**src/hw/trs_pkg.sv**
```systemverilog
// Package: offsets, bit positions and reset values of the status register
package trs_pkg;
    localparam logic [15:0] TRS_STATUS_OFFSET  = 16'h0001;
    localparam logic [15:0] TRS_STATUS_RESET   = 16'h0000;
    localparam int          TRS_READY_BIT      = 15;
    localparam int          TRS_REMOTE2_BIT    = 11;
    localparam int          TRS_REMOTE1_BIT    = 10;
    localparam int          TRS_CTRL_MIP_BIT   = 9;
    localparam int          TRS_CTRL_RUN_BIT   = 8;
    localparam int          TRS_MON_MIP_BIT    = 7;
    localparam int          TRS_MON_PIP_BIT    = 6;
    localparam int          TRS_REMOTE_COUNT   = 2;

    typedef enum logic [1:0] {
        TRS_SEQ_IDLE  = 2'b00,
        TRS_SEQ_CLEAR = 2'b01,
        TRS_SEQ_RUN   = 2'b10
    } trs_seq_state_type;
endpackage

```
**src/hw/trs_status_reset.sv**
```systemverilog
// Master status and reset register with remote terminal soft resets
//
// Contract
// RULE1 - Writing 1 to remote 2 reset clears its start bit, then resets it.
// RULE2 - Writing 1 to remote 1 reset clears its start bit, then resets it.
// RULE3 - Reset bit reads high throughout reset, then clears itself.
// RULE4 - Any reset bit high holds ready low and suspends host access.
// RULE5 - With ready low, every read returns this register.
// RULE6 - On completion, ready rises and host access returns.
// RULE7 - Controller message flag high during message, falls after updates.
// RULE8 - Controller running flag high whenever the controller runs.
// RULE9 - Monitor message flag set on decoded command, cleared at end.
// RULE10 - Monitor packet flag set at packet start, cleared when complete.
// RULE11 - Register cleared by master reset, untouched by soft resets.
// RULE12 - Writing 0 does nothing; writes to flag bits are ignored.
// RULE13 - Host polls ready or reset bit before further access.
module trs_status_reset (
    input  wire logic        clk,
    input  wire logic        sys_rst,
    input  wire logic [15:0] host_addr,
    input  wire logic [15:0] host_wdata,
    input  wire logic        host_wr,
    input  wire logic        host_rd,
    input  wire logic [15:0] ext_rdata,
    input  wire logic [1:0]  remote_reset_done,
    input  wire logic        ctrl_msg_busy,
    input  wire logic        ctrl_enabled_running,
    input  wire logic        mon_cmd_decoded,
    input  wire logic        mon_msg_done,
    input  wire logic        mon_packet_start,
    input  wire logic        mon_packet_done,
    output logic [15:0]      host_rdata,
    output logic             host_rd_valid,
    output logic             ready,
    output logic [1:0]       remote_start_exec_clear,
    output logic [1:0]       remote_soft_reset_run
);
    import trs_pkg::*;

    logic [1:0]  remote_soft_reset_req;
    logic        controller_msg_in_progress;
    logic        controller_running;
    logic        monitor_msg_in_progress;
    logic        monitor_packet_in_progress;
    logic [15:0] status_word;
    logic        write_status;
    logic [1:0]  start_req;

    function automatic logic hits_status(input logic [15:0] addr);
        return addr == TRS_STATUS_OFFSET;
    endfunction

    // Writes are locked out while any soft reset runs
    assign write_status = host_wr && ready && hits_status(host_addr); // see RULE4

    // Only a 1 starts; a 0 is ignored
    assign start_req = {2{write_status}}
                     & host_wdata[TRS_REMOTE2_BIT:TRS_REMOTE1_BIT]; // see RULE12

    genvar g;
    generate
        for (g = 0; g < TRS_REMOTE_COUNT; g++) begin : g_remote
            trs_soft_reset_seq u_seq (
                .clk              (clk),
                .sys_rst          (sys_rst),
                .start            (start_req[g]),
                .engine_done      (remote_reset_done[g]),
                .busy             (remote_soft_reset_req[g]), // see RULE3
                .clear_start_exec (remote_start_exec_clear[g]), // see RULE1
                .run              (remote_soft_reset_run[g]) // see RULE2
            );
        end
    endgenerate

    always_comb begin
        status_word = TRS_STATUS_RESET;
        status_word[TRS_READY_BIT]    = ready;
        status_word[TRS_REMOTE2_BIT]  = remote_soft_reset_req[1];
        status_word[TRS_REMOTE1_BIT]  = remote_soft_reset_req[0];
        status_word[TRS_CTRL_MIP_BIT] = controller_msg_in_progress;
        status_word[TRS_CTRL_RUN_BIT] = controller_running;
        status_word[TRS_MON_MIP_BIT]  = monitor_msg_in_progress;
        status_word[TRS_MON_PIP_BIT]  = monitor_packet_in_progress;
    end

    // Ready comes back the cycle after the last reset bit drops
    always_ff @(posedge clk) begin
        if (sys_rst) begin
            ready <= 1'b0; // see RULE11
        end else begin
            // Falls on the edge a request rises, so no stale ready
            ready <= !(|remote_soft_reset_req)
                     && !(|start_req); // see RULE4 see RULE6
        end
    end

    // Engine levels; the engine drops busy only after its updates
    always_ff @(posedge clk) begin
        if (sys_rst) begin
            controller_msg_in_progress <= 1'b0;
            controller_running         <= 1'b0;
        end else begin
            controller_msg_in_progress <= ctrl_msg_busy; // see RULE7
            controller_running         <= ctrl_enabled_running; // see RULE8
        end
    end

    // Set wins over a clear in the same cycle
    always_ff @(posedge clk) begin
        if (sys_rst) begin
            monitor_msg_in_progress <= 1'b0;
        end else if (mon_cmd_decoded) begin
            monitor_msg_in_progress <= 1'b1; // see RULE9
        end else if (mon_msg_done) begin
            monitor_msg_in_progress <= 1'b0;
        end
    end

    always_ff @(posedge clk) begin
        if (sys_rst) begin
            monitor_packet_in_progress <= 1'b0;
        end else if (mon_packet_start) begin
            monitor_packet_in_progress <= 1'b1; // see RULE10
        end else if (mon_packet_done) begin
            monitor_packet_in_progress <= 1'b0;
        end
    end

    // Read path; address is ignored while not ready
    always_ff @(posedge clk) begin
        if (sys_rst) begin
            host_rdata    <= TRS_STATUS_RESET;
            host_rd_valid <= 1'b0;
        end else begin
            host_rd_valid <= host_rd;
            if (host_rd) begin
                if (!ready) begin
                    host_rdata <= status_word; // see RULE5
                end else if (hits_status(host_addr)) begin
                    host_rdata <= status_word;
                end else begin
                    host_rdata <= ext_rdata; // see RULE6
                end
            end
        end
    end
endmodule // trs_status_reset

```
**src/hw/trs_soft_reset_seq.sv**
```systemverilog
// Soft reset sequencer for one remote terminal
module trs_soft_reset_seq (
    input  wire logic clk,
    input  wire logic sys_rst,
    input  wire logic start,
    input  wire logic engine_done,
    output logic      busy,
    output logic      clear_start_exec,
    output logic      run
);
    import trs_pkg::*;

    trs_seq_state_type state;

    always_ff @(posedge clk) begin
        if (sys_rst) begin
            state <= TRS_SEQ_IDLE;
        end else begin
            case (state)
                TRS_SEQ_IDLE: begin
                    if (start) begin
                        state <= TRS_SEQ_CLEAR;
                    end
                end
                TRS_SEQ_CLEAR: begin
                    state <= TRS_SEQ_RUN;
                end
                TRS_SEQ_RUN: begin
                    if (engine_done) begin
                        state <= TRS_SEQ_IDLE;
                    end
                end
                default: begin
                    state <= TRS_SEQ_IDLE;
                end
            endcase
        end
    end

    // Request bit stays high from the write to completion
    always_ff @(posedge clk) begin
        if (sys_rst) begin
            busy             <= 1'b0;
            clear_start_exec <= 1'b0;
            run              <= 1'b0;
        end else begin
            busy             <= (state == TRS_SEQ_IDLE) ? start
                              : !((state == TRS_SEQ_RUN) && engine_done);
            clear_start_exec <= (state == TRS_SEQ_IDLE) && start;
            run              <= (state == TRS_SEQ_CLEAR)
                              || ((state == TRS_SEQ_RUN) && !engine_done);
        end
    end
endmodule // trs_soft_reset_seq

```
**config.mk**
```make
export PLATFORM = sky130hd
export DESIGN_NAME = trs_status_reset
export DESIGN_NICKNAME = d
export VERILOG_FILES = /design/src/hw/trs_pkg.sv /design/src/hw/trs_status_reset.sv /design/src/hw/trs_soft_reset_seq.sv
export SDC_FILE = /design/constraint.sdc
export NUM_CORES = 1
export LEC_CHECK = 0
export BUFFER_PORTS_ARGS = -buffer_cell sky130_fd_sc_hd__buf_2
export CAP_MARGIN = 20
export CELL_PAD_IN_SITES_DETAIL_PLACEMENT = 0
export CELL_PAD_IN_SITES_GLOBAL_PLACEMENT = 1
export CORE_MARGIN = 2
export CORE_UTILIZATION = 27
export CTS_CLUSTER_DIAMETER = 200
export CTS_CLUSTER_SIZE = 16
export DETAILED_ROUTE_END_ITERATION = 12
export PLACE_DENSITY = 0.74
export SLEW_MARGIN = 20
export SYNTH_ARGS = -nofsm -noshare
export SYNTH_HDL_FRONTEND = slang
export SYNTH_SLANG_ARGS = --single-unit
```
**constraint.sdc**
```tcl
create_clock -name clk -period 1.4 [get_ports clk]
set_input_delay 0.21 -clock clk [delete_from_list [all_inputs] [get_ports clk]]
set_output_delay 0.21 -clock clk [all_outputs]
set_load 0.01 [all_outputs]
```
==> results.yml <==
power_and_ir_drop:
  p_sw_frac: 0.238
  clkPwrFrac: 0.375
  p_seq_frac: 0.495
  p_sw_uw: 462
  combPwrFrac: 0.130
  power_uw: 1940
  vdd_drop_max_mv: 0.580
  p_leak_uw: 0.000828
  p_per_area_mw_per_mm2: 1030
  internal_power_uw: 1470
clock_network:
  clkLatencyLatePin_ns: 0.27
  cts_buffers: 5
  clk_pin_slew_worst_paths_ns: 0.06
  cts_buffer_depth: 2
  hold_buffers: 0
  ctsResizeCount: 0
  htreeDepth: 2
  post-cts-setup-buffers: 0
  numClockSinks: 32
  cts_root_buffer: "clkbuf_8"
  cts_tree: "built"
worst_setup_path:
  crit_path_end_kind: "register"
  r2r_end: "host_rdata[7]"
  crit_arrival_ns: 1.36
  rr_startpoint: "ready"
  reg2reg_slack_ns: 0.24
  worstSetupStartpointType: "input pin"
  reg2reg_depth: 5
  worstPathRequired_ns: 1.59
  crit_type: "in2reg"
  cp_max_fo: 13
  crit_path_start: "host_addr[1]"
die:
  core_sq_mm: 0.00479
  start_util: 0.285
  io-pin-count: 82
  die_h_microns: 75.1
  die_area_sq_mm: 0.00564
  num_rows: 25
  die_x_microns: 75.1
layout:
  final_cell_mix: "67 x buf_2, 31 x dfxtp_1, 17 x a21oi_1"
  final_common_cell: "buf_2"
  final_nets: 264
  area_delta_synth_final_pct: 38.4
  drive_gt1_frac: 0.459
  num_antenna_cells: 0
synthesis:
  synth_nets: 194
  yosysWarnings: 0
  ys_seq_elements: 32
  ys_types: 25
  syn-cell-area_sq_mm: 0.00136
  seq_area_frac_synth: 0.470
  synthArstFlopShare: 0
  synth_flop_cell: "dfxtp_1"
  synth_edf_count: 0
  netlist_instances: 134
  synth.avg_cell_area_sq_um: 10.2
global_route:
  overflow: 0
  grt_pass1_wl_mm: 4.62
  antenna_found_initial: 0
  grt_pass1_vias: 1054
  grt_usage: 0.111
  grt_max_degree: 34
place:
  io_buffer_count: 67
  dpl.hpwl_mm: 2.27
  dp_slack_ns: -0.0875
  gp_congestion: 0.725
run_status:
  outcome: "completed"
hold_path:
  holdPathEnd: "controller_running"
  hp-class: "in2reg"
  hold_start: "ctrl_enabled_running"
  holdPathStages: 2
drt:
  via_per_inst: 4.25
  wl_per_cell_microns: 11.1
  first_pass_iters: 4
  drtAntennaViolNets: 0
  wl_mm: 3.02
  vias: 1155
  drc: 0
  drtIter0Drc: 24
timing:
  slew_viol_final: 0
  grt_setup_unrepaired: "no"
  fmax_ghz: 0.860
  hold_viol_final: 0
  slew_headroom: 0.811
  finalClockSkew_ns: 0.00387
  worst_slack_ns: 0.237
  setup_viol_count_final: 0
  fin_crit_ns: 1.16
  period_share: 0.831
  worstMarginPinSlew_ns: 0.281
job:
  cap_violations: 0
-- cell usage after synthesis, types with 2 or more instances --
cell type | count | share of area
dfxtp_1 | 32 | 0.47
a21oi_1 | 17 | 0.062
nor2_1 | 14 | 0.039
nand2b_1 | 10 | 0.046
nand3_1 | 9 | 0.033
mux2i_1 | 7 | 0.051
a211oi_1 | 5 | 0.028
inv_1 | 5 | 0.014
nor2b_1 | 5 | 0.023
buf_4 | 4 | 0.022
clkbuf_1 | 4 | 0.011
nor4b_2 | 4 | 0.044
nor4_4 | 3 | 0.047
buf_1 | 2 | 0.0055
nand4_1 | 2 | 0.0092
nor3_1 | 2 | 0.0073
-- area by class of cell --
cell class                      count  area [sq um]
Multi-Input combinational cell     85           637
Fill cell                         489          2900
Tap cell                           67          83.8
Clock buffer                        8          90.1
Timing Repair Buffer               74           413
Sequential cell                    32           642
Inverter                            6          22.5
-- through the flow --
stage / instance area [sq um] / utilization / hold WS [ns] / TNS [ns] / cells
2_1_floorplan: 1370 / - / 0.282 / 0 / 134
3_3_place_gp: 1800 / 0.376 / 0.414 / -0.394 / 264
3_5_place_dp: 1800 / 0.376 / 0.428 / -0.739 / 264
4_1_cts: 1890 / 0.395 / 0.132 / 0 / 272
5_1_grt: 1890 / 0.395 / 0.143 / 0 / 272
6_report: 1890 / 0.395 / 0.140 / 0 / 272
-- power groups by stage --
stage / Clock (uW) / Combinational [uW] / Sequential (uW)
after floorplan: 0 / 100 / 993
after detailed placement: 0 / 257 / 978
after CTS: 766 / 257 / 958
after global placement: 0 / 254 / 978
after global routing: 804 / 280 / 962
final: 726 / 252 / 958
-- cell families (layout without fill, tap and decap cells) --
family / after synthesis / in the layout / synth area share
DFF: 32 / 32 / 0.470
buffers and inverters: 17 / 88 / 0.0633
muxes: 7 / 7 / 0.0514
and+or+nand+nor: 52 / 52 / 0.285
AOI/OAI and AO/OA: 26 / 26 / 0.130
-- critical path, stage by stage --
cell      delay [ns]
buf_2           0.11
nor4b_4         0.34
a41oi_4         0.17
buf_12          0.18
mux2i_1         0.12
a211oi_1        0.21
-- flip-flops by register name (all words and copies together), names as in the netlist --
register,cells
monitor_packet_in_progress,1
g_remote.u_seq.busy,2
controller_msg_in_progress,1
g_remote.u_seq.state,4
g_remote.u_seq.run,2
g_remote.u_seq.clear_start_exec,2
ready,1
host_rd_valid,1
monitor_msg_in_progress,1
controller_running,1
host_rdata,16
-- worst max-delay path by stage --
stage                                               endpoint  slack [ns]  cells after the start
after floorplan                                host_rdata[7]        0.07                      5
after global placement                                 ready       -0.05                      5
after detailed placement                       host_rdata[9]       -0.09                      6
after CTS                                      host_rdata[7]        0.22                      5
after global routing      g_remote[0].u_seq.clear_start_exec        0.16                      5
final                                          host_rdata[9]        0.24                      6
-- metal layers --
metal	global-route usage	share of wire
met5	0	0
met4	0.0417	0.0096
met3	0.0482	0.092
met2	0.177	0.45
met1	0.132	0.44
Power figures use the tool's default switching activity.
